### config.mk
export PLATFORM = sky130hd
export DESIGN_NAME = two_wire_bus_protocol_engine
export DESIGN_NICKNAME = d
export VERILOG_FILES = /design/src/hw/two_wire_pkg.sv /design/src/hw/sync_fifo.sv /design/src/hw/two_wire_bus_protocol_engine.sv
export SDC_FILE = /design/constraint.sdc
export NUM_CORES = 1
export LEC_CHECK = 0
export BUFFER_PORTS_ARGS = -buffer_cell sky130_fd_sc_hd__buf_2
export CAP_MARGIN = 20
export CORE_ASPECT_RATIO = 0.5
export CORE_UTILIZATION = 55
export CTS_CLUSTER_SIZE = 40
export DETAILED_ROUTE_END_ITERATION = 8
export GPL_TIMING_DRIVEN = 0
export PLACE_DENSITY = 0.73
export SYNTH_ARGS = -nofsm -noshare
export SYNTH_HDL_FRONTEND = slang
export SYNTH_SLANG_ARGS = --single-unit
export TNS_END_PERCENT = 50
### constraint.sdc
create_clock -name ref_clk -period 4.1 [get_ports ref_clk]
set_clock_uncertainty 0.05 [all_clocks]
set_input_delay 0.615 -clock ref_clk [delete_from_list [all_inputs] [get_ports ref_clk]]
set_output_delay 0.615 -clock ref_clk [all_outputs]
set_load 0.02 [all_outputs]
### src/hw/two_wire_pkg.sv
// shared constants, states and carriers of the two-wire bus protocol engine
package two_wire_pkg;

	// ------------------------------------------------------------
	// widths, counts and addresses
	// ------------------------------------------------------------
	localparam int BYTE_W = 8;
	localparam int RX_FIFO_DEPTH = 16;
	localparam logic [15:0] HALF_BASE = 16'h0008;
	localparam logic [15:0] SYNC_LAT = 16'h0003;
	localparam logic [15:0] PRESC_1 = 16'h0001;
	localparam logic [15:0] PRESC_4 = 16'h0004;
	localparam logic [15:0] PRESC_16 = 16'h0010;
	localparam logic [15:0] PRESC_64 = 16'h0040;
	localparam logic [3:0] BIT_LAST_DATA = 4'h7;
	localparam logic [3:0] BIT_ACK = 4'h8;
	localparam logic [6:0] GC_ADDR = 7'h00;
	localparam logic [3:0] RESERVED_HI = 4'hF;

	// ------------------------------------------------------------
	// reset values
	// ------------------------------------------------------------
	localparam logic [3:0] BIT_RST = 4'h0;
	localparam logic [15:0] CNT_RST = 16'h0000;
	localparam logic [7:0] BYTE_RST = 8'h00;

	// ------------------------------------------------------------
	// commands and states
	// ------------------------------------------------------------
	typedef enum logic [1:0] {
		OP_START = 2'b00,
		OP_WRITE = 2'b01,
		OP_READ = 2'b10,
		OP_STOP = 2'b11
	} op_t;

	typedef enum logic [3:0] {
		M_IDLE = 4'b0000,
		M_START = 4'b0001,
		M_LOW = 4'b0010,
		M_HIGH = 4'b0011,
		M_HOLD = 4'b0100,
		M_STOP_A = 4'b0101,
		M_STOP_B = 4'b0110,
		M_STOP_C = 4'b0111,
		M_RS_A = 4'b1000,
		M_RS_B = 4'b1001
	} master_state_t;

	typedef enum logic [2:0] {
		S_IDLE = 3'b000,
		S_ADDR = 3'b001,
		S_ACK = 3'b010,
		S_RX = 3'b011,
		S_TX = 3'b100,
		S_TXACK = 3'b101,
		S_WAIT = 3'b110
	} slave_state_t;

	typedef struct packed {
		op_t op;
		logic [7:0] data;
		logic nack;
	} cmd_t;

	typedef struct packed {
		logic bus_busy;
		logic ack_received;
		logic addressed;
		logic general_call;
		logic slave_read;
		logic master_ack_seen;
	} status_t;

endpackage

### src/hw/sync_fifo.sv
// synchronous FIFO with registered read data and valid/ready on both sides
`timescale 1ns/1ps
`default_nettype none
module sync_fifo #(
	parameter int WIDTH = 8,
	parameter int DEPTH = 16
) (
	input wire logic clk,
	input wire logic rst_n,
	input wire logic in_valid,
	output logic in_ready,
	input wire logic [WIDTH-1:0] in_data,
	output logic out_valid,
	input wire logic out_ready,
	output logic [WIDTH-1:0] out_data
);
	localparam int AW = $clog2(DEPTH);
	localparam logic [AW:0] FULL_CNT = (AW + 1)'(DEPTH);

	logic [WIDTH-1:0] mem_q [DEPTH];
	logic [AW-1:0] wr_q;
	logic [AW-1:0] rd_q;
	logic [AW:0] cnt_q;
	logic out_valid_q;
	logic [WIDTH-1:0] out_data_q;
	logic push;
	logic pop;

	// the output register counts as one slot, so the total stays DEPTH
	assign in_ready = (cnt_q + (AW + 1)'(out_valid_q)) < FULL_CNT;
	assign push = in_valid & in_ready;
	assign pop = (cnt_q != '0) & (~out_valid_q | out_ready);
	assign out_valid = out_valid_q;
	assign out_data = out_data_q;

	always_ff @(posedge clk) begin
		if (push) begin
			mem_q[wr_q] <= in_data;
		end
	end

	always_ff @(posedge clk or negedge rst_n) begin
		if (!rst_n) begin
			wr_q <= '0;
			rd_q <= '0;
			cnt_q <= '0;
		end else begin
			if (push) begin
				wr_q <= wr_q + 1'b1;
			end
			if (pop) begin
				rd_q <= rd_q + 1'b1;
			end
			cnt_q <= cnt_q + (AW + 1)'(push) - (AW + 1)'(pop);
		end
	end

	always_ff @(posedge clk or negedge rst_n) begin
		if (!rst_n) begin
			out_valid_q <= 1'b0;
			out_data_q <= '0;
		end else if (pop) begin
			out_valid_q <= 1'b1;
			out_data_q <= mem_q[rd_q];
		end else if (out_ready) begin
			out_valid_q <= 1'b0;
		end
	end

endmodule
`default_nettype wire

### src/hw/two_wire_bus_protocol_engine.sv
// two-wire bus protocol engine: master and slave bit and frame logic with a receive FIFO
// ------------------------------------------------------------
// Behaviour
// RULE1: one clock pulse per bit; data steady while clock is high
// RULE2: start and stop only by data change while clock is high
// RULE3: master frames transfers with start and stop; bus busy in between
// RULE4: repeated start keeps the bus; busy until next stop
// RULE5: address packet is seven address bits, direction bit, acknowledge bit
// RULE6: direction one means read, zero means write
// RULE7: addressed slave pulls data low in ninth clock; busy slave leaves high
// RULE8: after an unacknowledged address the master may stop or restart
// RULE9: bytes go out most significant bit first
// RULE10: address zero with write is general call for enabled slaves
// RULE11: masters never send general call with read direction
// RULE12: addresses 1111xxx are reserved and never answered
// RULE13: data packet is eight data bits and one acknowledge bit
// RULE14: master makes clock and conditions; receiver acknowledges in ninth cycle
// RULE15: receiver that cannot take more answers the last byte with not-acknowledge
// RULE16: a transfer is start, address, data packets, stop; never start-stop
// RULE17: slave may hold clock low; master waits, keeps its high time
// RULE18: lines are only pulled low or released, never driven high
// RULE19: interface stays inert while the power-off bit is set
// RULE20: start is data falling, stop is data rising, both with clock high
// RULE21: master clock period is sixteen plus twice divider times prescaler
// RULE22: slave ignores bit-rate settings but needs sixteen-fold system clock
// ------------------------------------------------------------
`timescale 1ns/1ps
`default_nettype none
module two_wire_bus_protocol_engine
	import two_wire_pkg::*;
(
	input wire logic ref_clk,
	input wire logic reset_n,
	input wire logic two_wire_power_off_bit,
	input wire logic [7:0] bit_rate_divider,
	input wire logic [1:0] prescale_sel,
	input wire logic [6:0] own_address,
	input wire logic general_call_enable,
	input wire logic slave_ack_enable,
	input wire logic cmd_valid,
	output logic cmd_ready,
	input wire cmd_t cmd,
	output logic cmd_done,
	input wire logic slave_tx_valid,
	output logic slave_tx_ready,
	input wire logic [7:0] slave_tx_data,
	output logic rx_valid,
	input wire logic rx_ready,
	output logic [7:0] rx_data,
	output status_t status,
	input wire logic scl_in,
	output logic scl_out,
	output logic scl_oe_n,
	input wire logic sda_in,
	output logic sda_out,
	output logic sda_oe_n
);

	// ------------------------------------------------------------
	// reset release and pin synchronisers
	// ------------------------------------------------------------
	logic rst_meta_q;
	logic rst_n_q;
	logic scl_meta_q;
	logic scl_s_q;
	logic scl_prev_q;
	logic sda_meta_q;
	logic sda_s_q;
	logic sda_prev_q;

	always_ff @(posedge ref_clk or negedge reset_n) begin
		if (!reset_n) begin
			rst_meta_q <= 1'b0;
			rst_n_q <= 1'b0;
		end else begin
			rst_meta_q <= 1'b1;
			rst_n_q <= rst_meta_q;
		end
	end

	always_ff @(posedge ref_clk or negedge rst_n_q) begin
		if (!rst_n_q) begin
			scl_meta_q <= 1'b1;
			scl_s_q <= 1'b1;
			scl_prev_q <= 1'b1;
			sda_meta_q <= 1'b1;
			sda_s_q <= 1'b1;
			sda_prev_q <= 1'b1;
		end else begin
			scl_meta_q <= scl_in;
			scl_s_q <= scl_meta_q;
			scl_prev_q <= scl_s_q;
			sda_meta_q <= sda_in;
			sda_s_q <= sda_meta_q;
			sda_prev_q <= sda_s_q;
		end
	end

	logic enable;
	logic scl_rise;
	logic scl_fall;
	logic start_det;
	logic stop_det;

	assign enable = ~two_wire_power_off_bit; // RULE19
	assign scl_rise = scl_s_q & ~scl_prev_q;
	assign scl_fall = ~scl_s_q & scl_prev_q;
	// a data edge only counts when the clock was high on both samples
	assign start_det = scl_s_q & scl_prev_q & sda_prev_q & ~sda_s_q; // RULE20 RULE2
	assign stop_det = scl_s_q & scl_prev_q & ~sda_prev_q & sda_s_q; // RULE20 RULE2

	// ------------------------------------------------------------
	// bus busy tracking
	// ------------------------------------------------------------
	logic bus_busy_q;

	always_ff @(posedge ref_clk or negedge rst_n_q) begin
		if (!rst_n_q) begin
			bus_busy_q <= 1'b0;
		end else if (!enable || stop_det) begin
			bus_busy_q <= 1'b0; // RULE3
		end else if (start_det) begin
			bus_busy_q <= 1'b1; // RULE3 RULE4
		end
	end

	// ------------------------------------------------------------
	// bit-rate generator
	// ------------------------------------------------------------
	logic [15:0] presc_w;
	logic [15:0] half_w;

	always_comb begin
		case (prescale_sel)
			2'b00: presc_w = PRESC_1;
			2'b01: presc_w = PRESC_4;
			2'b10: presc_w = PRESC_16;
			default: presc_w = PRESC_64;
		endcase
	end

	// half period, so a full clock is 16 + 2 * divider * prescaler cycles
	assign half_w = HALF_BASE + 16'(bit_rate_divider) * presc_w; // RULE21

	// ------------------------------------------------------------
	// master sequencer
	// ------------------------------------------------------------
	master_state_t m_state_q;
	logic [15:0] m_cnt_q;
	logic [3:0] m_bit_q;
	logic [7:0] m_shift_q;
	logic m_rx_q;
	logic m_nack_q;
	logic m_ack_q;
	logic m_half;
	logic m_hi_done;
	logic m_timed_hi;
	logic m_push;
	logic fifo_in_ready;
	logic cmd_take;
	logic done_d;
	slave_state_t s_state_q;

	assign cmd_ready = enable & (m_state_q == M_HOLD
		| (m_state_q == M_IDLE & ~bus_busy_q & s_state_q == S_IDLE)); // RULE3
	assign cmd_take = cmd_valid & cmd_ready;
	assign m_half = m_cnt_q >= half_w - 16'h0001;
	assign m_timed_hi = m_state_q == M_HIGH | m_state_q == M_STOP_B | m_state_q == M_RS_B;
	// high time only ends once the line is seen high, so a stretching slave wins
	assign m_hi_done = m_half & scl_s_q; // RULE17
	assign m_push = m_state_q == M_HIGH & m_rx_q & m_bit_q == BIT_LAST_DATA & m_hi_done;

	always_ff @(posedge ref_clk or negedge rst_n_q) begin
		if (!rst_n_q) begin
			m_cnt_q <= CNT_RST;
		end else if (cmd_take || !enable) begin
			m_cnt_q <= CNT_RST;
		end else if (m_timed_hi) begin
			// the sync delay is allowed to pass before stretching is judged
			if (m_hi_done) begin
				m_cnt_q <= (m_push && !fifo_in_ready) ? m_cnt_q : CNT_RST;
			end else if (scl_s_q || m_cnt_q < SYNC_LAT) begin
				m_cnt_q <= m_cnt_q + 16'h0001; // RULE17
			end
		end else if (m_state_q == M_IDLE || m_state_q == M_HOLD || m_half) begin
			m_cnt_q <= CNT_RST;
		end else begin
			m_cnt_q <= m_cnt_q + 16'h0001;
		end
	end

	always_ff @(posedge ref_clk or negedge rst_n_q) begin
		if (!rst_n_q) begin
			m_state_q <= M_IDLE;
			m_bit_q <= BIT_RST;
			m_shift_q <= BYTE_RST;
			m_rx_q <= 1'b0;
			m_nack_q <= 1'b0;
			m_ack_q <= 1'b0;
		end else if (!enable) begin
			m_state_q <= M_IDLE;
		end else begin
			case (m_state_q)
				M_IDLE: begin
					// the start command always carries the address packet
					if (cmd_take && cmd.op == OP_START) begin
						m_shift_q <= cmd.data;
						m_rx_q <= 1'b0;
						m_state_q <= M_START; // RULE3 RULE16
					end
				end
				M_HOLD: begin
					if (cmd_take) begin
						m_bit_q <= BIT_RST;
						m_shift_q <= cmd.data;
						m_rx_q <= cmd.op == OP_READ;
						m_nack_q <= cmd.nack;
						case (cmd.op)
							OP_START: m_state_q <= M_RS_A; // RULE4 RULE8
							OP_STOP: m_state_q <= M_STOP_A; // RULE8
							default: m_state_q <= M_LOW; // RULE13
						endcase
					end
				end
				M_START: begin
					if (m_half) begin
						m_bit_q <= BIT_RST;
						m_state_q <= M_LOW;
					end
				end
				M_LOW: begin
					if (m_half) begin
						m_state_q <= M_HIGH;
					end
				end
				M_HIGH: begin
					if (m_hi_done && !(m_push && !fifo_in_ready)) begin
						if (m_bit_q == BIT_ACK) begin
							m_ack_q <= ~sda_s_q; // RULE14
							m_state_q <= M_HOLD;
						end else begin
							m_shift_q <= {m_shift_q[6:0], sda_s_q}; // RULE9
							m_bit_q <= m_bit_q + 4'h1; // RULE5 RULE13
							m_state_q <= M_LOW;
						end
					end
				end
				M_STOP_A: begin
					if (m_half) begin
						m_state_q <= M_STOP_B;
					end
				end
				M_STOP_B: begin
					if (m_hi_done) begin
						m_state_q <= M_STOP_C;
					end
				end
				M_STOP_C: begin
					if (m_half) begin
						m_state_q <= M_IDLE; // RULE3
					end
				end
				M_RS_A: begin
					if (m_half) begin
						m_state_q <= M_RS_B;
					end
				end
				M_RS_B: begin
					if (m_hi_done) begin
						m_state_q <= M_START; // RULE4
					end
				end
				default: m_state_q <= M_IDLE;
			endcase
		end
	end

	assign done_d = enable & ((m_state_q == M_HIGH & m_bit_q == BIT_ACK & m_hi_done)
		| (m_state_q == M_STOP_C & m_half));

	logic m_scl_low;
	logic m_sda_low;

	always_comb begin
		m_scl_low = 1'b0;
		m_sda_low = 1'b0;
		case (m_state_q)
			M_START: m_sda_low = 1'b1; // RULE20
			M_LOW, M_HIGH: begin
				m_scl_low = m_state_q == M_LOW; // RULE1 RULE14
				if (m_bit_q == BIT_ACK) begin
					m_sda_low = m_rx_q & ~m_nack_q; // RULE15
				end else begin
					m_sda_low = ~m_rx_q & ~m_shift_q[7]; // RULE9
				end
			end
			M_HOLD, M_RS_A: m_scl_low = 1'b1;
			M_STOP_A: begin
				m_scl_low = 1'b1;
				m_sda_low = 1'b1;
			end
			M_STOP_B: m_sda_low = 1'b1;
			default: m_sda_low = 1'b0;
		endcase
	end

	// ------------------------------------------------------------
	// slave sequencer
	// ------------------------------------------------------------
	logic [3:0] s_bit_q;
	logic [7:0] s_shift_q;
	logic s_rw_q;
	logic s_gc_q;
	logic s_loaded_q;
	logic s_pend_q;
	logic s_ack_q;
	logic s_match;
	logic s_push;

	assign s_match = (s_shift_q[7:1] == own_address & own_address[6:3] != RESERVED_HI) // RULE12
		| (s_shift_q[7:1] == GC_ADDR & ~s_shift_q[0] & general_call_enable); // RULE10
	assign s_push = s_state_q == S_RX & s_pend_q & slave_ack_enable;
	assign slave_tx_ready = enable & s_state_q == S_TX & ~s_loaded_q;

	// events are taken from sampled lines, hence the sixteen-fold clock need
	always_ff @(posedge ref_clk or negedge rst_n_q) begin // RULE22
		if (!rst_n_q) begin
			s_state_q <= S_IDLE;
			s_bit_q <= BIT_RST;
			s_shift_q <= BYTE_RST;
			s_rw_q <= 1'b0;
			s_gc_q <= 1'b0;
			s_loaded_q <= 1'b0;
			s_pend_q <= 1'b0;
			s_ack_q <= 1'b0;
		end else if (!enable || stop_det || (start_det && m_state_q != M_IDLE)) begin
			s_state_q <= S_IDLE;
			s_pend_q <= 1'b0;
		end else if (start_det) begin
			s_state_q <= S_ADDR; // RULE4
			s_bit_q <= BIT_RST;
			s_pend_q <= 1'b0;
		end else begin
			case (s_state_q)
				S_ADDR, S_RX: begin
					if (scl_rise) begin
						s_shift_q <= {s_shift_q[6:0], sda_s_q}; // RULE9
						s_bit_q <= s_bit_q + 4'h1;
					end
					if (scl_fall && s_bit_q == BIT_ACK) begin
						if (s_state_q == S_RX) begin
							s_pend_q <= 1'b1;
						end else if (s_match && slave_ack_enable) begin
							s_rw_q <= s_shift_q[0]; // RULE6
							s_gc_q <= s_shift_q[7:1] == GC_ADDR;
							s_state_q <= S_ACK; // RULE5 RULE7
						end else begin
							s_state_q <= S_WAIT; // RULE7
						end
					end
					if (s_pend_q) begin
						if (!slave_ack_enable) begin
							s_pend_q <= 1'b0;
							s_state_q <= S_WAIT; // RULE15
						end else if (fifo_in_ready) begin
							s_pend_q <= 1'b0;
							s_state_q <= S_ACK; // RULE14
						end
					end
				end
				S_ACK: begin
					if (scl_fall) begin
						s_bit_q <= BIT_RST;
						s_loaded_q <= 1'b0;
						s_state_q <= s_rw_q ? S_TX : S_RX; // RULE6 RULE10
					end
				end
				S_TX: begin
					if (!s_loaded_q) begin
						if (slave_tx_valid) begin
							s_shift_q <= slave_tx_data;
							s_loaded_q <= 1'b1;
						end
					end else if (scl_fall) begin
						s_shift_q <= {s_shift_q[6:0], 1'b1}; // RULE9
						s_bit_q <= s_bit_q + 4'h1;
						if (s_bit_q == BIT_LAST_DATA) begin
							s_state_q <= S_TXACK; // RULE13
						end
					end
				end
				S_TXACK: begin
					if (scl_rise) begin
						s_ack_q <= ~sda_s_q; // RULE14
					end
					if (scl_fall) begin
						s_bit_q <= BIT_RST;
						s_loaded_q <= 1'b0;
						s_state_q <= s_ack_q ? S_TX : S_WAIT; // RULE15
					end
				end
				S_WAIT, S_IDLE: s_state_q <= s_state_q;
				default: s_state_q <= S_IDLE;
			endcase
		end
	end

	logic s_scl_low;
	logic s_sda_low;

	// stretching: hold the clock while a byte waits for room or data
	assign s_scl_low = (s_state_q == S_RX & s_pend_q) | (s_state_q == S_TX & ~s_loaded_q); // RULE17
	assign s_sda_low = s_state_q == S_ACK | (s_state_q == S_TX & s_loaded_q & ~s_shift_q[7]);

	// ------------------------------------------------------------
	// receive FIFO
	// ------------------------------------------------------------
	logic [7:0] push_data;

	assign push_data = m_push ? {m_shift_q[6:0], sda_s_q} : s_shift_q;

	sync_fifo #(
		.WIDTH(BYTE_W),
		.DEPTH(RX_FIFO_DEPTH)
	) u_rx_fifo (
		.clk(ref_clk),
		.rst_n(rst_n_q),
		.in_valid(m_push | s_push),
		.in_ready(fifo_in_ready),
		.in_data(push_data),
		.out_valid(rx_valid),
		.out_ready(rx_ready),
		.out_data(rx_data)
	);

	// ------------------------------------------------------------
	// pin drivers and status
	// ------------------------------------------------------------
	logic scl_oe_n_q;
	logic sda_pre_q;
	logic sda_oe_n_q;
	logic cmd_done_q;
	status_t status_q;

	// data lags clock by one cycle so it never moves near a clock edge
	always_ff @(posedge ref_clk or negedge rst_n_q) begin
		if (!rst_n_q) begin
			scl_oe_n_q <= 1'b1;
			sda_pre_q <= 1'b0;
			sda_oe_n_q <= 1'b1;
		end else begin
			scl_oe_n_q <= ~(enable & (m_scl_low | s_scl_low)); // RULE18
			sda_pre_q <= enable & (m_sda_low | s_sda_low);
			sda_oe_n_q <= ~sda_pre_q; // RULE1 RULE18
		end
	end

	always_ff @(posedge ref_clk or negedge rst_n_q) begin
		if (!rst_n_q) begin
			cmd_done_q <= 1'b0;
			status_q <= '0;
		end else begin
			cmd_done_q <= done_d;
			status_q.bus_busy <= bus_busy_q;
			status_q.ack_received <= m_ack_q;
			status_q.addressed <= s_state_q inside {S_ACK, S_RX, S_TX, S_TXACK};
			status_q.general_call <= s_gc_q;
			status_q.slave_read <= s_rw_q;
			status_q.master_ack_seen <= s_ack_q;
		end
	end

	assign scl_out = 1'b0;
	assign sda_out = 1'b0;
	assign scl_oe_n = scl_oe_n_q;
	assign sda_oe_n = sda_oe_n_q;
	assign cmd_done = cmd_done_q;
	assign status = status_q;

endmodule
`default_nettype wire

==> impl_metrics.env, run 1 <==
export IMPL_outcome="complete, but fails checks"
export IMPL_violations="setup timing"
export IMPL_initial_core_util=0.573
export IMPL_rsz0062_at_grt="yes"
export IMPL_rows=37
export IMPL_grt_pass1_wl_um=47000
export IMPL_switching_share=0.309
export IMPL_p_total_mw=6.60
export IMPL_maxCapViolations=0
export IMPL_routed_wl_um=29500
export IMPL_ys_warn_count=0
export IMPL_ys_flop_type="edfxtp_1"
export IMPL_most_common_layout_cells="edfxtp_1 (128), dfrtp_1 (87), ha_1 (76)"
export IMPL_synth_distinct_cells=75
export IMPL_netSwitchingPower_mw=2.04
export IMPL_worst_slack_ns=-1.31
export IMPL_grt_pass1_vias=8621
export IMPL_slew_headroom=0.393
export IMPL_ys_seq_elements=224
export IMPL_clockBufferDepth=3
export IMPL_powerDensity_nw_per_um2=450
export IMPL_pin_count=68
export IMPL_worst_pin_slew_ns=0.910
export IMPL_synth_area_leaders="edfxtp_1 (32%), dfrtp_1 (18%), ha_1 (8.7%), mux4_2 (7.5%), o21ai_0 (2.5%)"
export IMPL_synth_area_um2=12000
export IMPL_cp_slowest_cell="fa_2"
export IMPL_crit_type="input pin to register"
export IMPL_async_reset_ff_frac=0.429
export IMPL_numCtsBuffers=21
export IMPL_postSynthAreaPerCell_um2=12.5
export IMPL_io_buffers=65
export IMPL_path_max_fanout=8
export IMPL_dieWidth_um=211
export IMPL_clkTransAtPathRegs_ns=0.06
export IMPL_seq_area_frac_synth=0.521
export IMPL_worstHoldPathType="input pin to register"
export IMPL_vias=8530
export IMPL_die_h_um=107
export IMPL_dp_hpwl_um=18300
export IMPL_p_int_mw=4.56
export IMPL_antenna_left=0
export IMPL_yosysTopAreaCell="edfxtp_1"
export IMPL_cts_root_buf="clkbuf_16"
export IMPL_antenna_found_initial=0
export IMPL_power_share_clock=0.281
export IMPL_leakagePower_nw=6.01
export IMPL_synth_edf_count=128
export IMPL_critPathLaunchType="input pin"
export IMPL_hold_ws_ns=0.157
export IMPL_slew_violations=0
export IMPL_final_common_cell="edfxtp_1"
export IMPL_grt_overflow_total=0
export IMPL_cp_required_ns=4.28
export IMPL_worst_ep_arrival_time_ns=5.59
export IMPL_pwr_share_seq=0.420
export IMPL_synth_top_cell_area_share=0.320
export IMPL_insertion_delay_ns=0.51
export IMPL_cts_tree="built"
export IMPL_antenna_diode_count=0
export IMPL_avgRoutedWirePerCell_um=20.8
export IMPL_track_usage=0.275
export IMPL_htreeDepth=1
export IMPL_viasPerCell=6.02
export IMPL_nets=1250
export IMPL_syn_to_final_growth_pct=22.1
export IMPL_firstDrtPassIters=5
export IMPL_grt_max_degree=51
export IMPL_finalWeightedCongestion=0.901
export IMPL_setup_viol=299
export IMPL_core_um2=21000
export IMPL_clock_sinks=224
export IMPL_pwr_share_comb=0.300
export IMPL_max_stage_delay_ns=0.53
export IMPL_syn_inst=959
export IMPL_hold_violations=0
export IMPL_finish_utilization=0.699
export IMPL_peakVddDrop_uv=248
export IMPL_drive_gt1_frac=0.289
export IMPL_drc=0
export IMPL_die_area_um2=22500
export IMPL_endpoint_kind="register"
export IMPL_finalCritPeriodShare=1.32
export IMPL_fmax_ghz=0.185
export IMPL_post_route_min_period_ns=5.41
export IMPL_drt_iter0_drc=748
==> cells by family (layout without fill, tap and decap cells) <==
| group | after synthesis | in the layout | share of synthesized area |
|---|---|---|---|
| adders and majority gates | 94 | 94 | 0.104 |
| DFF | 224 | 224 | 0.521 |
| and+or+nand+nor | 254 | 254 | 0.109 |
| buffers and inverters | 96 | 253 | 0.0327 |
| muxes | 69 | 76 | 0.101 |
| other | 2 | 3 | 0.000625 |
| xor gates and xnor gates | 31 | 31 | 0.0226 |
| AOI/OAI and AO/OA | 189 | 190 | 0.109 |
==> Yosys cell counts (all sizes together) (6+ instances only) <==
master / count
nor2: 56
nand2b: 15
a21oi: 28
nor3: 16
mux2i: 11
o22a: 9
mux2: 18
dfstp: 8
edfxtp: 128
o21a: 14
o31ai: 14
ha: 84
inv: 56
xor2: 16
nand3: 17
dfrtp: 88
nand2: 57
xnor2: 15
fa: 10
nor2b: 13
nor4: 10
clkbuf: 25
and3: 19
a31oi: 11
a211oi: 6
and2: 24
mux4: 40
a21o: 7
o21ai: 64
buf: 15
nand4: 7
o41ai: 6
==> flip-flops by register name, indices dropped and copies added (netlist names), 3 cells and up <==
register / cells
m_bit_q: 4
u_rx_fifo.mem_q: 128
u_rx_fifo.out_data: 8
m_state_q: 4
u_rx_fifo.cnt_q: 5
status: 6
m_shift_q: 8
u_rx_fifo.wr_q: 4
m_cnt_q: 16
s_bit_q: 4
s_state_q: 3
s_shift_q: 8
u_rx_fifo.rd_q: 4
==> worst max-delay path, delay by kind of cell <==
family                     cells  cell delay, ns
adders and majority gates      6            1.92
AOI/OAI and AO/OA              8            1.33
buffers and inverters          8            0.78
and+or+nand+nor                5            0.76
xor gates and xnor gates       1            0.13
==> through the flow <==
step           setup WS (ns)  std cells  TNS [ns]  instance area, µm²
3_3_place_gp           -2.30       1317   -601.87               13000
2_1_floorplan          -1.51        960   -382.21               12300
6_report               -1.31       1417   -352.83               14700
3_5_place_dp           -2.47       1318   -625.63               13000
4_1_cts                -1.27       1405   -350.74               14400
5_1_grt                -1.52       1417   -413.78               14700
==> power groups by stage <==
| stage | clock network [mW] | logic [mW] | registers (mW) |
|---|---|---|---|
| 2_1_floorplan | 0 | 1.32 | 2.80 |
| 3_3_place_gp | 0 | 1.77 | 2.77 |
| 3_5_place_dp | 0 | 1.84 | 2.77 |
| 4_1_cts | 1.87 | 1.94 | 2.76 |
| 5_1_grt | 1.95 | 2.16 | 2.78 |
| 6_report | 1.85 | 1.98 | 2.77 |
==> routing by layer <==
| layer | vias up | wire length (µm) | global-route usage |
|---|---|---|---|
| met4 | 0 | 713 | 0.0766 |
| met1 | 4235 | 12400 | 0.368 |
| met3 | 59 | 1790 | 0.0405 |
| met2 | 342 | 14600 | 0.469 |
| met5 | - | 0 | 0 |
| li1 | 3894 | - | - |
==> area by class of cell <==
cell class	instances	area (µm²)
Timing Repair Buffer	119	941
Tap cell	292	365
Sequential cell	224	6260
Clock inverter	6	37.5
Multi-Input combinational cell	648	6020
Fill cell	1425	6300
Clock buffer	32	597
Buffer	40	236
Inverter	56	210
==> timing repair <==
item,CTS,global route
resized for setup,66,30
hold buffers,1,0
buffers inserted,40,12
cloned,9,0
endpoints found under the hold margin,2,0
pin swaps,45,42
setup endpoints to repair,299,299
==> final timing paths <==
path	start	endpoint	slack [ns]	cells past startpoint
worst max-delay path	prescale_sel[0]	u_rx_fifo.mem_q[15][4]	-1.31	28
worst min-delay path	sda_in	sda_meta_q	0.16	1
worst max register to register	u_rx_fifo.cnt_q[2]	u_rx_fifo.cnt_q[2]	0.67	13
worst min register to register	rst_meta_q	rst_n_q	0.30	0
max in group asynchronous	rst_n_q	scl_prev_q	2.90	1
min in group asynchronous	rst_n_q	s_shift_q[5]	0.33	0
No activity file was read; power rests on OpenSTA's default activity.
==> run 2, diff against run 1 <==
--- a/config.mk
+++ b/config.mk
@@ -7,12 +7,15 @@
 export LEC_CHECK = 0
 export BUFFER_PORTS_ARGS = -buffer_cell sky130_fd_sc_hd__buf_2
 export CAP_MARGIN = 20
+export CELL_PAD_IN_SITES_DETAIL_PLACEMENT = 0
+export CELL_PAD_IN_SITES_GLOBAL_PLACEMENT = 2
 export CORE_ASPECT_RATIO = 0.5
-export CORE_UTILIZATION = 55
+export CORE_MARGIN = 2
+export CORE_UTILIZATION = 43
 export CTS_CLUSTER_SIZE = 40
 export DETAILED_ROUTE_END_ITERATION = 8
 export GPL_TIMING_DRIVEN = 0
-export PLACE_DENSITY = 0.73
+export PLACE_DENSITY_LB_ADDON = 0.1
 export SYNTH_ARGS = -nofsm -noshare
 export SYNTH_HDL_FRONTEND = slang
 export SYNTH_SLANG_ARGS = --single-unit
==> constraint.sdc (replaced) <==
create_clock -name ref_clk -period 4.1 [get_ports ref_clk]
set_clock_uncertainty 0.05 [all_clocks]
set_input_delay 0.615 -clock ref_clk [delete_from_list [all_inputs] [get_ports ref_clk]]
set_output_delay 0.615 -clock ref_clk [all_outputs]
set_load 0.005 [all_outputs]
==> impl_metrics.env, run 2 (synthesis gave the netlist of run 1 again) <==
export IMPL_rows=43
export IMPL_hold_violations=0
export IMPL_vias=8184
export IMPL_grt_pass1_vias=8167
export IMPL_fmax_ghz=0.186
export IMPL_r2r_slack_ns=0.85
export IMPL_drt_iter0_drc=488
export IMPL_fillers=2376
export IMPL_final_common_cell="edfxtp_1"
export IMPL_nets=1243
export IMPL_clock_sinks=224
export IMPL_setup_viol=299
export IMPL_stdcell_count=1500
export IMPL_insertion_delay_ns=0.53
export IMPL_multiInputGateArea_um2=5990
export IMPL_track_usage=0.210
export IMPL_die_area_um2=29400
export IMPL_slew_violations=0
export IMPL_most_common_layout_cells="edfxtp_1 (128), dfrtp_1 (87), ha_1 (76)"
export IMPL_regArea_um2=6260
export IMPL_endpoint_kind="register"
export IMPL_worstHoldPathType="input pin to register"
export IMPL_powerDensity_nw_per_um2=466
export IMPL_viasPerCell=5.46
export IMPL_peakVddDrop_uv=247
export IMPL_violations="setup timing"
export IMPL_post_route_min_period_ns=5.38
export IMPL_clockBufferDepth=3
export IMPL_cts_root_buf="clkbuf_16"
export IMPL_routed_wl_um=30000
export IMPL_hold_ws_ns=0.135
export IMPL_cts_tree="built"
export IMPL_setup_tns_ns=-352.95
export IMPL_startpoint="prescale_sel[1]"
export IMPL_htreeDepth=1
export IMPL_worst_pin_slew_ns=0.821
export IMPL_grt_overflow_total=0
export IMPL_cp_required_ns=4.31
export IMPL_antenna_diode_count=0
export IMPL_cp_endpoint="u_rx_fifo.mem_q[8][4]"
export IMPL_pin_count=68
export IMPL_largest_register_ffs=128
export IMPL_dieWidth_um=240
export IMPL_outcome="complete, but fails checks"
export IMPL_critPathLaunchType="input pin"
export IMPL_worst_slack_ns=-1.28
export IMPL_io_buffers=65
export IMPL_antenna_found_initial=0
export IMPL_rsz0062_at_grt="yes"
export IMPL_maxCapViolations=0
export IMPL_die_h_um=122
export IMPL_reg_top3="u_rx_fifo.mem_q: 128 flops, m_cnt_q: 16 flops"
export IMPL_grt_max_degree=64
export IMPL_largest_register="u_rx_fifo.mem_q"
export IMPL_post_place_cells=1409
export IMPL_clkTransAtPathRegs_ns=0.07
export IMPL_leakagePower_nw=6.05
export IMPL_core_um2=27600
export IMPL_dp_hpwl_um=20200
export IMPL_ff2ff_path_depth=15
export IMPL_antenna_left=0
export IMPL_drc=0
export IMPL_finalCritPeriodShare=1.31
export IMPL_dp_slack_ns=-2.28
export IMPL_numCtsBuffers=21
export IMPL_finish_utilization=0.538
export IMPL_syn_to_final_growth_pct=23.6
export IMPL_avgRoutedWirePerCell_um=20.0
export IMPL_r2r_start="u_rx_fifo.cnt_q[2]"
export IMPL_slew_headroom=0.453
export IMPL_crit_type="input pin to register"
export IMPL_drive_gt1_frac=0.290
export IMPL_initial_core_util=0.435
export IMPL_firstDrtPassIters=4
export IMPL_worstReg2RegEnd="u_rx_fifo.cnt_q[4]"
export IMPL_path_max_fanout=8
export IMPL_grt_pass1_wl_um=46600
export IMPL_worst_ep_arrival_time_ns=5.59
export IMPL_finalWeightedCongestion=0.861
run 2: changes by cell type in the layout (fill, tap and decap cells not counted), sizes merged:
cell,previous run,this run
o21ai,65,64
clkbuf,56,47
clkinvlp,0,1
buf,134,127
bufinv,0,6
inv,58,57
clkinv,4,8
run 2: worst min-delay path by stage:
stage / from / to / slack, ns / cells past startpoint
4_1_cts: sda_in / sda_meta_q / 0.11 / 1
2_1_floorplan: reset_n / rst_meta_q / 0.27 / 0
3_3_place_gp: rst_meta_q / rst_n_q / 0.29 / 0
3_5_place_dp: rst_n_q / status[2] / 0.25 / 0
6_report: sda_in / sda_meta_q / 0.13 / 1
5_1_grt: scl_in / scl_meta_q / 0.11 / 1
run 2: routing by layer:
metal,track usage,up-vias,part of all wire
met5,0,-,0
met4,0.0477,0,0.019
met3,0.0297,38,0.035
met2,0.372,136,0.51
met1,0.276,4132,0.44
li1,-,3878,-
run 2: area by class of cell:
class,count,area share
Sequential cell,224,0.422
Multi-Input combinational cell,647,0.404
Clock inverter,16,0.0169
Inverter,56,0.0142
Timing Repair Buffer,113,0.0588
Tap cell,382,0.0322
Buffer,40,0.0161
Clock buffer,22,0.0363
run 2: critical path: stages:
cell	delay (ns)
buf_6	0.10
clkbuf_16	0.15
and3_4	0.18
ha_4	0.26
inv_2	0.03
fa_1	0.50
inv_2	0.04
fa_2	0.55
ha_4	0.21
ha_4	0.28
nand2_2	0.05
o211ai_1	0.26
a21o_1	0.17
a21oi_2	0.07
a21oi_2	0.13
xnor2_1	0.09
ha_1	0.30
nand2_1	0.07
o21ai_2	0.18
a21oi_2	0.07
a21o_4	0.27
buf_6	0.13
nor3_4	0.14
buf_12	0.13
buf_8	0.12
buf_4	0.12
mux2_4	0.35
run 2: what timing repair did:
item	CTS	global route
resized for setup	78	21
endpoints found under the setup margin	299	299
setup buffers	39	5
hold buffers	1	0
cloned	8	0
hold endpoints to repair	2	0
pin swaps	36	16
run 2: stage by stage:
| stage | power [mW] | cell area (µm²) |
|---|---|---|
| final | 6.92 | 14800 |
| after global routing | 7.26 | 14800 |
| after CTS | 7.01 | 14700 |
| after detailed placement | 4.60 | 13100 |
| after global placement | 4.57 | 13100 |
| after floorplan | 4.06 | 12300 |
run 2: power breakdown:
part | switching (mW) | leakage, nW | internal [mW]
Combinational | 0.961 | 3.29 | 0.938
Clock | 0.913 | 0.385 | 1.35
Sequential | 0.174 | 2.37 | 2.59
